==> src/shared/jbst_defs.svh <==
`ifndef JBST_DEFS_SVH
`define JBST_DEFS_SVH

`define JBST_IR_LEN 10
`define JBST_BSR_LEN 690
`define JBST_SIG_LEN 32
`define JBST_USER_BITS 7
// Fixed upper bits of the user signature (arbitrary value)
`define JBST_SIG_FIXED 25'h0A5_5A5A
// Identification value (arbitrary value)
`define JBST_ID_VALUE 32'h1234_5679
`define JBST_OP_EXTEST 10'h000
`define JBST_OP_SAMPLE 10'h055
`define JBST_OP_IDCODE 10'h059
`define JBST_OP_USERCODE 10'h079
`define JBST_OP_CFG_LOAD 10'h002
`define JBST_OP_CFG_START 10'h003
`define JBST_OP_BYPASS 10'h3FF
// Captured into the instruction register, low bits 01
`define JBST_IR_CAPTURE 10'h001

`endif

==> src/shared/jbst_pkg.sv <==
`include "jbst_defs.svh"
package jbst_pkg;
  typedef enum logic [15:0] {
    JB_RESET = 16'h0001, JB_IDLE = 16'h0002, JB_SEL_DR = 16'h0004, JB_CAP_DR = 16'h0008,
    JB_SHIFT_DR = 16'h0010, JB_EXIT1_DR = 16'h0020, JB_PAUSE_DR = 16'h0040,
    JB_EXIT2_DR = 16'h0080, JB_UPD_DR = 16'h0100, JB_SEL_IR = 16'h0200,
    JB_CAP_IR = 16'h0400, JB_SHIFT_IR = 16'h0800, JB_EXIT1_IR = 16'h1000,
    JB_PAUSE_IR = 16'h2000, JB_EXIT2_IR = 16'h4000, JB_UPD_IR = 16'h8000
  } jb_tap_e;

  typedef enum logic [5:0] {
    JB_SEL_BYPASS = 6'h01, JB_SEL_ID = 6'h02, JB_SEL_USER = 6'h04,
    JB_SEL_BOUND = 6'h08, JB_SEL_CFG = 6'h10, JB_SEL_NONE = 6'h20
  } jb_dsel_e;

  typedef struct packed {
    logic tck;
    logic tms;
    logic tdi;
    logic trst_n;
  } jb_pins_s;

  typedef struct packed {
    logic [2:0] tck_sync;
    logic [1:0] tms_sync;
    logic [1:0] tdi_sync;
    logic [1:0] trst_sync;
    jb_tap_e tap;
    logic [`JBST_IR_LEN-1:0] ir_shift;
    logic [`JBST_IR_LEN-1:0] ir;
    logic bypass;
    logic [`JBST_SIG_LEN-1:0] dr32;
    logic [`JBST_BSR_LEN-1:0] bsr_shift;
    logic [`JBST_BSR_LEN-1:0] bsr_upd;
    logic [7:0] cfg_shift;
    logic [7:0] cfg_byte;
    logic cfg_strobe;
    logic tdo;
    logic tdo_en_n;
    logic pins_en_n;
  } jb_state_s;
endpackage

==> src/hw/jbst_tap.sv <==
`timescale 1ns/1ns
`include "jbst_defs.svh"

// Summary of operation
// (RULE1) Standard sixteen-state controller and instruction flow
// (RULE2) Instruction register shifts exactly ten bits
// (RULE3) BYPASS inserts one-bit register
// (RULE4) USERCODE shifts out the user signature
// (RULE5) Signature: seven user bits, 25 fixed
// (RULE6) IDCODE shifts out identification value
// (RULE7) SAMPLE/PRELOAD captures pins, preloads pattern
// (RULE8) EXTEST drives pattern, captures input pins
// (RULE9) Boundary chain length set per density
// (RULE10) No scan testing while configuring (only the EXTEST pin override is blocked; scans still shift)
// (RULE11) Configuration instructions load data via port
// (RULE12) Outputs undriven until operating conditions reached
// (RULE13) Opcodes parameters; unknown selects bypass
// (RULE14) Capture/shift rising, update falling test clock
module jbst_tap #(
  parameter logic [`JBST_IR_LEN-1:0] OP_EXTEST = `JBST_OP_EXTEST,
  parameter logic [`JBST_IR_LEN-1:0] OP_SAMPLE = `JBST_OP_SAMPLE,
  parameter logic [`JBST_IR_LEN-1:0] OP_IDCODE = `JBST_OP_IDCODE,
  parameter logic [`JBST_IR_LEN-1:0] OP_USERCODE = `JBST_OP_USERCODE,
  parameter logic [`JBST_IR_LEN-1:0] OP_CFG_LOAD = `JBST_OP_CFG_LOAD,
  parameter logic [`JBST_IR_LEN-1:0] OP_BYPASS = `JBST_OP_BYPASS,
  parameter logic [`JBST_SIG_LEN-1:0] ID_VALUE = `JBST_ID_VALUE
) (
  input wire logic clock_in,
  input wire logic rst_in,
  input wire jbst_pkg::jb_pins_s jtag_in,
  input wire logic power_good_in,
  input wire logic configuring_in,
  input wire logic [`JBST_USER_BITS-1:0] user_sig_in,
  input wire logic [`JBST_BSR_LEN-1:0] pin_levels_in,
  output logic tdo_out,
  output logic tdo_en_n_out,
  output logic [`JBST_BSR_LEN-1:0] pin_drive_out,
  output logic pin_override_n_out,
  output logic [7:0] cfg_byte_out,
  output logic cfg_strobe_out
);

  jbst_pkg::jb_state_s st;
  jbst_pkg::jb_state_s next_st;

  // Next controller state from current state and mode bit
  function automatic jbst_pkg::jb_tap_e tap_next(input jbst_pkg::jb_tap_e s, input logic m);
    case (s)
      jbst_pkg::JB_RESET: begin
        if (m) begin
          tap_next = jbst_pkg::JB_RESET;
        end else begin
          tap_next = jbst_pkg::JB_IDLE;
        end
      end
      jbst_pkg::JB_IDLE: begin
        if (m) begin
          tap_next = jbst_pkg::JB_SEL_DR;
        end else begin
          tap_next = jbst_pkg::JB_IDLE;
        end
      end
      jbst_pkg::JB_SEL_DR: begin
        if (m) begin
          tap_next = jbst_pkg::JB_SEL_IR;
        end else begin
          tap_next = jbst_pkg::JB_CAP_DR;
        end
      end
      jbst_pkg::JB_CAP_DR: begin
        if (m) begin
          tap_next = jbst_pkg::JB_EXIT1_DR;
        end else begin
          tap_next = jbst_pkg::JB_SHIFT_DR;
        end
      end
      jbst_pkg::JB_SHIFT_DR: begin
        if (m) begin
          tap_next = jbst_pkg::JB_EXIT1_DR;
        end else begin
          tap_next = jbst_pkg::JB_SHIFT_DR;
        end
      end
      jbst_pkg::JB_EXIT1_DR: begin
        if (m) begin
          tap_next = jbst_pkg::JB_UPD_DR;
        end else begin
          tap_next = jbst_pkg::JB_PAUSE_DR;
        end
      end
      jbst_pkg::JB_PAUSE_DR: begin
        if (m) begin
          tap_next = jbst_pkg::JB_EXIT2_DR;
        end else begin
          tap_next = jbst_pkg::JB_PAUSE_DR;
        end
      end
      jbst_pkg::JB_EXIT2_DR: begin
        if (m) begin
          tap_next = jbst_pkg::JB_UPD_DR;
        end else begin
          tap_next = jbst_pkg::JB_SHIFT_DR;
        end
      end
      jbst_pkg::JB_UPD_DR: begin
        if (m) begin
          tap_next = jbst_pkg::JB_SEL_DR;
        end else begin
          tap_next = jbst_pkg::JB_IDLE;
        end
      end
      jbst_pkg::JB_SEL_IR: begin
        if (m) begin
          tap_next = jbst_pkg::JB_RESET;
        end else begin
          tap_next = jbst_pkg::JB_CAP_IR;
        end
      end
      jbst_pkg::JB_CAP_IR: begin
        if (m) begin
          tap_next = jbst_pkg::JB_EXIT1_IR;
        end else begin
          tap_next = jbst_pkg::JB_SHIFT_IR;
        end
      end
      jbst_pkg::JB_SHIFT_IR: begin
        if (m) begin
          tap_next = jbst_pkg::JB_EXIT1_IR;
        end else begin
          tap_next = jbst_pkg::JB_SHIFT_IR;
        end
      end
      jbst_pkg::JB_EXIT1_IR: begin
        if (m) begin
          tap_next = jbst_pkg::JB_UPD_IR;
        end else begin
          tap_next = jbst_pkg::JB_PAUSE_IR;
        end
      end
      jbst_pkg::JB_PAUSE_IR: begin
        if (m) begin
          tap_next = jbst_pkg::JB_EXIT2_IR;
        end else begin
          tap_next = jbst_pkg::JB_PAUSE_IR;
        end
      end
      jbst_pkg::JB_EXIT2_IR: begin
        if (m) begin
          tap_next = jbst_pkg::JB_UPD_IR;
        end else begin
          tap_next = jbst_pkg::JB_SHIFT_IR;
        end
      end
      jbst_pkg::JB_UPD_IR: begin
        if (m) begin
          tap_next = jbst_pkg::JB_SEL_DR;
        end else begin
          tap_next = jbst_pkg::JB_IDLE;
        end
      end
      default: tap_next = jbst_pkg::JB_RESET;
    endcase
  endfunction

  // Data register selected by an instruction
  function automatic jbst_pkg::jb_dsel_e decode(input logic [`JBST_IR_LEN-1:0] op);
    // (RULE13) unknown opcode bypass
    decode = jbst_pkg::JB_SEL_BYPASS;
    if (op == OP_IDCODE) begin
      decode = jbst_pkg::JB_SEL_ID;
    end else if (op == OP_USERCODE) begin
      decode = jbst_pkg::JB_SEL_USER;
    end else if (op == OP_EXTEST || op == OP_SAMPLE) begin
      decode = jbst_pkg::JB_SEL_BOUND;
    end else if (op == OP_CFG_LOAD) begin
      decode = jbst_pkg::JB_SEL_CFG;
    end else if (op == OP_BYPASS) begin
      decode = jbst_pkg::JB_SEL_BYPASS;
    end
  endfunction

  logic tck_rise;
  logic tck_fall;
  logic tms;
  logic tdi;
  jbst_pkg::jb_dsel_e dsel;
  logic shift_out;

  assign tck_rise = st.tck_sync[1] & ~st.tck_sync[2];
  assign tck_fall = ~st.tck_sync[1] & st.tck_sync[2];
  assign tms = st.tms_sync[1];
  assign tdi = st.tdi_sync[1];
  assign dsel = decode(st.ir);

  always_comb begin
    next_st = st;
    next_st.tck_sync = {st.tck_sync[1], st.tck_sync[0], jtag_in.tck};
    next_st.tms_sync = {st.tms_sync[0], jtag_in.tms};
    next_st.tdi_sync = {st.tdi_sync[0], jtag_in.tdi};
    next_st.trst_sync = {st.trst_sync[0], jtag_in.trst_n};
    next_st.cfg_strobe = 1'b0;
    shift_out = st.bypass;
    case (st.tap)
      jbst_pkg::JB_SHIFT_IR: shift_out = st.ir_shift[0];
      default: begin
        case (dsel)
          jbst_pkg::JB_SEL_ID: shift_out = st.dr32[0];
          jbst_pkg::JB_SEL_USER: shift_out = st.dr32[0];
          jbst_pkg::JB_SEL_BOUND: shift_out = st.bsr_shift[0];
          jbst_pkg::JB_SEL_CFG: shift_out = st.cfg_shift[0];
          default: shift_out = st.bypass;
        endcase
      end
    endcase
    // (RULE14) rising edge capture and shift
    if (tck_rise) begin
      next_st.tap = tap_next(st.tap, tms);
      case (st.tap)
        jbst_pkg::JB_RESET: begin
          next_st.ir = OP_IDCODE;
        end
        jbst_pkg::JB_CAP_IR: begin
          next_st.ir_shift = `JBST_IR_CAPTURE;
        end
        // (RULE2) ten-bit instruction shift
        jbst_pkg::JB_SHIFT_IR: begin
          next_st.ir_shift = {tdi, st.ir_shift[`JBST_IR_LEN-1:1]};
        end
        jbst_pkg::JB_CAP_DR: begin
          case (dsel)
            // (RULE6) load identification value
            jbst_pkg::JB_SEL_ID: next_st.dr32 = ID_VALUE;
            // (RULE5) fixed and user bits
            jbst_pkg::JB_SEL_USER: next_st.dr32 = {`JBST_SIG_FIXED, user_sig_in};
            // (RULE7) snapshot of pin levels
            jbst_pkg::JB_SEL_BOUND: next_st.bsr_shift = pin_levels_in;
            default: next_st.bypass = 1'b0;
          endcase
        end
        jbst_pkg::JB_SHIFT_DR: begin
          case (dsel)
            // (RULE4) signature shifts out serially
            jbst_pkg::JB_SEL_ID, jbst_pkg::JB_SEL_USER: begin
              next_st.dr32 = {tdi, st.dr32[`JBST_SIG_LEN-1:1]};
            end
            // (RULE9) chain length per density
            jbst_pkg::JB_SEL_BOUND: begin
              next_st.bsr_shift = {tdi, st.bsr_shift[`JBST_BSR_LEN-1:1]};
            end
            // (RULE11) configuration data shift
            jbst_pkg::JB_SEL_CFG: begin
              next_st.cfg_shift = {tdi, st.cfg_shift[7:1]};
            end
            // (RULE3) one-bit bypass path
            default: next_st.bypass = tdi;
          endcase
        end
        default: begin
        end
      endcase
    end
    // (RULE14) falling edge updates
    if (tck_fall) begin
      next_st.tdo = shift_out;
      next_st.tdo_en_n = ~(st.tap == jbst_pkg::JB_SHIFT_IR || st.tap == jbst_pkg::JB_SHIFT_DR);
      case (st.tap)
        // (RULE1) instruction takes effect at update
        jbst_pkg::JB_UPD_IR: next_st.ir = st.ir_shift;
        jbst_pkg::JB_UPD_DR: begin
          if (dsel == jbst_pkg::JB_SEL_BOUND) begin
            next_st.bsr_upd = st.bsr_shift;
          end
          if (dsel == jbst_pkg::JB_SEL_CFG) begin
            next_st.cfg_byte = st.cfg_shift;
            next_st.cfg_strobe = 1'b1;
          end
        end
        default: begin
        end
      endcase
    end
    // (RULE8) pattern drives pins in extest
    next_st.pins_en_n = ~(st.ir == OP_EXTEST);
    // (RULE10) EXTEST pin override blocked when configuring; shifting and capture go on
    if (configuring_in && st.ir == OP_EXTEST) begin
      next_st.pins_en_n = 1'b1;
    end
    // Test reset releases pins on the third clock after trst_n falls, even mid-shift
    if (!st.trst_sync[1]) begin
      next_st.tap = jbst_pkg::JB_RESET;
      next_st.ir = OP_IDCODE;
      next_st.tdo_en_n = 1'b1;
      next_st.pins_en_n = 1'b1;
    end
    // (RULE12) undriven during power-up
    if (!power_good_in) begin
      next_st.tdo_en_n = 1'b1;
      next_st.pins_en_n = 1'b1;
      next_st.tap = jbst_pkg::JB_RESET;
      next_st.ir = OP_IDCODE;
    end
  end

  always_ff @(posedge clock_in) begin
    if (rst_in) begin
      st <= '0;
      st.tap <= jbst_pkg::JB_RESET;
      st.ir <= OP_IDCODE;
      st.trst_sync <= 2'h3;
      st.tdo_en_n <= 1'b1;
      st.pins_en_n <= 1'b1;
    end else begin
      st <= next_st;
    end
  end

  assign tdo_out = st.tdo;
  assign tdo_en_n_out = st.tdo_en_n;
  assign pin_drive_out = st.bsr_upd;
  assign pin_override_n_out = st.pins_en_n;
  assign cfg_byte_out = st.cfg_byte;
  assign cfg_strobe_out = st.cfg_strobe;

endmodule

==> config.mk <==
export PLATFORM = sky130hd
export DESIGN_NAME = jbst_tap
export DESIGN_NICKNAME = d
export VERILOG_FILES = /design/src/shared/jbst_pkg.sv /design/src/hw/jbst_tap.sv
export VERILOG_INCLUDE_DIRS = /design/src /design/src/shared
export SDC_FILE = /design/constraint.sdc
export NUM_CORES = 2
export LEC_CHECK = 0
export BUFFER_PORTS_ARGS = -buffer_cell sky130_fd_sc_hd__buf_4
export CORE_AREA = 2 2 554 556
export DETAILED_ROUTE_END_ITERATION = 7
export DIE_AREA = 0 0 556 558
export PLACE_DENSITY = 0.51
export SLEW_MARGIN = 20
export SYNTH_ARGS = -nofsm -noshare
export SYNTH_HDL_FRONTEND = slang
export SYNTH_SLANG_ARGS = --single-unit
==> constraint.sdc <==
create_clock -name clock_in -period 7.5 [get_ports clock_in]
set_clock_uncertainty 0.15 [all_clocks]
set_input_delay 0.375 -clock clock_in [delete_from_list [all_inputs] [get_ports clock_in]]
set_output_delay 0.375 -clock clock_in [all_outputs]
set_load 0.01 [all_outputs]
======== Yosys cells after proc, flatten, opt, wreduce, memory -nomap -nowiden ========
Index checks and enable logic that the tools add are counted.
storage, ports and cells
  flip-flop bits (word level) ............. 1,478
  bits of input ports ..................... 705
  logic and storage cells ................. 111
cells by class
  equal/unequal tests ..................... 30
  mux-type cells .......................... 32
  bitwise gates (word level) .............. 10
  reductions and logical operators ........ 22
operator list
  cell                    count
  $pmux W723 S2           1
  $mux W690               2
  $mux W733               1
  $pmux W16 S12           1
  $pmux W32 S2            1
  $mux W10                4
  $mux W16                2
  $mux W32                1
  $eq A10 B7 Y1 const B   3
  $mux W5                 4
  $pmux W10 S2            1
  $mux W9                 2
  $eq A16 B1 Y1 const B   1
  $eq A16 B10 Y1 const B  1
  $eq A16 B11 Y1 const B  1
  $eq A16 B12 Y1 const B  1
  $eq A16 B13 Y1 const B  1
  $eq A16 B14 Y1 const B  1
  $eq A16 B15 Y1 const B  1
  $eq A16 B16 Y1 const B  1
  $eq A16 B2 Y1 const B   1
  $eq A16 B3 Y1 const B   1
  $eq A16 B4 Y1 const B   1
  $eq A16 B5 Y1 const B   1
  33 further kinds        59

======== Depth between registers and ports, before layout ========
  depth in word-level cells ............... 12
  gate-level depth with buffers ........... 11
  depth with buffers taken out ............ 6

======== Worst setup path before layout ========
No wires, ideal clock.
  kind .................................... register to register
  from .................................... register st[1465] (netlist bit)
  to ...................................... register st[1364] (netlist bit)
  setup time .............................. 0.080 ns
  data arrival time ....................... 2.285 ns
  setup slack ............................. 4.985 ns
  stages on the path, launching flop included .. 11
  path buffers ............................ 5
  cell sequence ........................... dfxtp_1 > buf_2 > nor4_2 > and3_1 > nand3_1 > buf_2 > buf_2 > buf_4 > clkbuf_1 > mux2i_1 > a211oi_2
between the ends
  word-level cells in the longest chain between the ends .. 3
ends and longest elaborated chain
  what                                                   line             RTL
  start, declared                                        jbst_tap.sv:43   jbst_pkg::jb_state_s st;
  start signal, assigned                                 jbst_tap.sv:313  st <= next_st;
  $eq A16 B4 Y1 / $eq A16 B5 Y1 (equally long branches)  jbst_tap.sv:218  case (st.tap)
  $ne A2 B2 Y1 (no line), or another cell as far along   -
  $reduce_and A4 Y1 (no line)                            -
Several ways; a longest one is shown, not always the timed one.
A chain may end at the register's enable or synchronous reset.

======== Final worst setup path ========
  from .................................... register st[1437] (netlist bit)
  to ...................................... register st[935] (netlist bit)
between the ends
  word-level cells in the longest chain between the ends .. 8
ends and longest elaborated chain
  what                                                           line                              RTL
  $eq A10 B2 Y1, or another cell as far along                    jbst_tap.sv:175                   end else if (op == OP_CFG_LOAD) begin
  $mux W5 / $logic_or A1 B1 Y1 (equally long branches)           jbst_tap.sv:175, jbst_tap.sv:173
  $mux W5                                                        jbst_tap.sv:173                   end else if (op == OP_EXTEST || op == OP_SAMPLE) begin
  $mux W5                                                        jbst_tap.sv:171                   end else if (op == OP_USERCODE) begin
  $mux W5 *                                                      jbst_tap.sv:169                   if (op == OP_IDCODE) begin
  $eq A6 B4 Y1 *                                                 jbst_tap.sv:230, jbst_tap.sv:241
  $ne A2 B2 Y1 (no line) / $ne A2 B1 Y1 (equally long branches)  -
  $reduce_and A4 Y1 (no line) *                                  -
Mark *: on every way between the ends. The rest lies on a longest branch, timed or not.

==> impl_results.md <==
* Outcome: finished, final reports clean
* Number of rows in the core area at 203
* Library cells used by synthesis at 47
* Routed wire per std cell at 21.3 µm
* Synthesized instance count at 7256
* Worst slew slack as a fraction of its limit at 21.2%
* Cell type with the highest aggregate area in the netlist: dfxtp_1
* Min Tclk post-route at 4.47 ns
* Dpl cell area at 74000 µm²
* Vias in the first global route at 54020
* Antenna Violating Nets Remaining at 0
* Post-route fraction of the period consumed by the critical path at 59.7%
* Congestion Overflow GR at 0
* Switching power total at 4240 µW
* Met3 layer usage reported by global route at 5.08%
* Maximum net fanout on the critical path at 91
* Number of vias per cell at 4.36
* CTS Buf Count at 179
* Worst IR Drop VDD at 0.190 mV
* Number of detailed-route iterations in the first pass at 5
* Required @ worst endpoint at 8.13 ns
* # fillers at 32193
* TritonCTS sink count at 1478
* Power density over the cells at 205 nW/µm²
* Kind of critical path: reg2reg
* Maximum number of buffers from clock root to sink at 4
* Routability congestion estimate from global placement at 0.894
* Switching portion of total power at 23.5%
* Number of antenna violations at the first check in global routing at 69
* Element type at the critical path start: flop
* Number of top-level pins at 1407
* Initial core utilization at 21.5%
* Met2 global-route usage at 27.5%
* Most Crowded Layer GR: met2
* Max frequency at 223 MHz
* Global-route wire length before repair at 379 mm
* Final Setup Violations at 0
* Clk_lat worst skew at 0.88 ns
* Reported leakage power at 0.0361 µW
* Final net count at 9129
* Ranking of synthesized cells by area: dfxtp_1 (45%), mux2i_1 (11%), a211oi_2 (9.2%), buf_4 (8.9%), nand2_1 (8.3%)
* Final instance count without filler cells at 12602
* # hold bufs at CTS at 766
* Final non-filler cell area at 87900 µm²
* Number of register bits inferred by synthesis at 1478
* Final number of max-transition violations at 0
* Die Y at 558 µm
* Register Area at 29600 µm²
* Yosys Warn Count at 0
* Post-synth top flop: dfxtp_1
* Routed vias at 55005
* Remaining DRCs at 0
* Synth-to-layout area growth at 34.1%
* Unrepaired setup endpoints after global routing: no
* HPWL reported at the end of detailed placement at 197 mm
* Count of cells resized by post-cts repair at 0
* Data arrival, critical path at 5.11 ns
* Clock power share at 50.6%
* Internal power summed over all cells at 13800 µW
* DRC violation total after the first TritonRoute iteration at 3545
* Total GRT Usage at 16.3%
* Critical Path Sink Type: flop
* Buffer cell driving the clock tree root: clkbuf_16
* Met1 Track Usage GR at 19.1%
* Accumulated negative setup slack at 0 ns
* Async SR Flop Fraction at 0%
* Die X at 556 µm
* Post-Syn Area per Cell at 9.04 µm²
* H-tree levels at 4
* Min-Delay Path Class: in2reg
* Clock transition at path regs at 0.06 ns
* Number of cells in the design after placement at 11473
* Number of violations of the max-capacitance limit at 0
* Fraction of final layout cells with drive strength greater than 1 at 26.6%
* Portion of total power attributed to sequential cells at 43.6%
* EDFF count, synth at 0
* Setup repair bufs after CTS at 0
* Total of buffers placed on input and output ports at 1406
* Area of the die at 310000 µm²
* Post-synthesis sequential area ratio at 45.1%
* Hold violation total from the final report at 0
* Clock tree from TritonCTS: done
* Total detailed-routing wirelength at 268 mm
* Synth top area share at 45.1%
* Portion of total power attributed to combinational logic at 5.8%
* Maximum number of pins on one net before global-route repair at 185
* Area used by multi-input combinational logic at 27900 µm²
* Core area at 305000 µm²
* Synthesized area at 65600 µm²
* Number of nets in the synthesized netlist at 7961
* Worst-Margin Slew at 1.18 ns
[placed cells by master, fill, tap and decap left out, types with 6 or more instances in the layout]
master | synthesis | layout
a211oi_1 | 218 | 218
a211oi_2 | 482 | 482
a21oi_1 | 735 | 735
a22o_1 | 6 | 6
a22oi_1 | 7 | 7
buf_12 | 0 | 24
buf_4 | 780 | 1468
bufinv_16 | 0 | 13
clkbuf_1 | 335 | 36
clkbuf_16 | 0 | 179
clkbuf_8 | 0 | 49
clkinv_16 | 0 | 7
clkinv_2 | 0 | 20
dfxtp_1 | 1478 | 1478
diode_2 | 0 | 40
dlygate4sd3_1 | 0 | 767
mux2i_1 | 698 | 698
nand2_1 | 1441 | 1440
nand3_1 | 26 | 24
nand3b_1 | 10 | 10
nand4_1 | 9 | 9
nor2_1 | 736 | 736
nor2b_1 | 9 | 9
nor3_1 | 31 | 30
nor4_1 | 13 | 13
nor4b_1 | 6 | 6
o211ai_1 | 9 | 9
o21ai_0 | 8 | 8
xnor2_1 | 8 | 8
[per-stage QoR]
stage	utilization, %	power (µW)	hold slack (ns)	setup WS (ns)
6_report	28.9	18000	0.0808	3.03
4_1_cts	28.8	18300	0.00733	2.89
5_1_grt	28.9	18700	0.0481	2.76
3_3_place_gp	24.3	8740	0.243	3.42
3_5_place_dp	24.3	8740	0.248	3.25
2_1_floorplan	-	8290	0.239	4.99
[routing by layer]
layer  part of all wire (%)  wire [µm]  vias to the layer above
met5                  0.064        172                        -
met4                    4.7      12600                       26
met3                    8.1      21800                      458
met2                     47     126000                     1796
met1                     40     107000                    26362
li1                       -          -                    26363
[worst paths after layout]
kind | from | end | slack, ns | cells past startpoint
worst max-delay path | st[1437] | st[935] | 3.03 | 8
worst min-delay path | pin_levels_in[91] | st[801] | 0.08 | 3
worst max register to register | st[1437] | st[935] | 3.03 | 8
worst min register to register | st[1012] | pin_drive_out[302] | 0.26 | 2
[cell usage after synthesis, types with 31 or more instances]
| cell type | n |
|---|---|
| dfxtp_1 | 1478 |
| nand2_1 | 1441 |
| buf_4 | 780 |
| nor2_1 | 736 |
| a21oi_1 | 735 |
| mux2i_1 | 698 |
| a211oi_2 | 482 |
| clkbuf_1 | 335 |
| a211oi_1 | 218 |
| buf_2 | 120 |
| buf_6 | 35 |
| nor3_1 | 31 |
[final cells by class]
class | count | share of cell area (%)
multi-input cells | 4504 | 31.7
repair buffers | 2260 | 21.8
flip-flops and latches | 1478 | 33.6
inverters | 1 | 0.00427
diodes | 40 | 0.114
clock buffers | 264 | 6.01
clock inverters | 58 | 1.03
well taps | 3997 | 5.69
[state kept, by name, indices dropped and copies added, names as in the netlist]
signal              count
st                    771
pin_drive_out         690
cfg_byte_out            8
next_st                 5
cfg_strobe_out          1
pin_override_n_out      1
tdo_en_n_out            1
tdo_out                 1
[worst max-delay path, cell delays in order, from the launching register on]
cell	delay, ns
dfxtp_1	0.35
or4_1	0.59
a211oi_1	0.76
and3_4	0.58
buf_12	0.33
buf_4	0.56
nor2_1	0.10
a211oi_2	0.19
dlygate4sd3_1	0.57
[kinds of logic after synthesis]
family	Yosys count	synth area share [%]
flip-flops	1478	45.1
AND/OR/NAND/NOR	2321	13.9
AO/OA/AOI/OAI	1477	17.8
buffers and inverters	1274	12.4
XOR/XNOR	8	0.107
multiplexers	698	10.7
[power by group through the flow]
stage                     Clock (µW)  Combinational (µW)  Sequential [µW]
after floorplan                    0                 265             8030
after global placement             0                 710             8030
after detailed placement           0                 716             8030
after CTS                       9380                1060             7850
after global routing            9690                1110             7850
final                           9120                1050             7850
(Power assumes the default switching activity.)
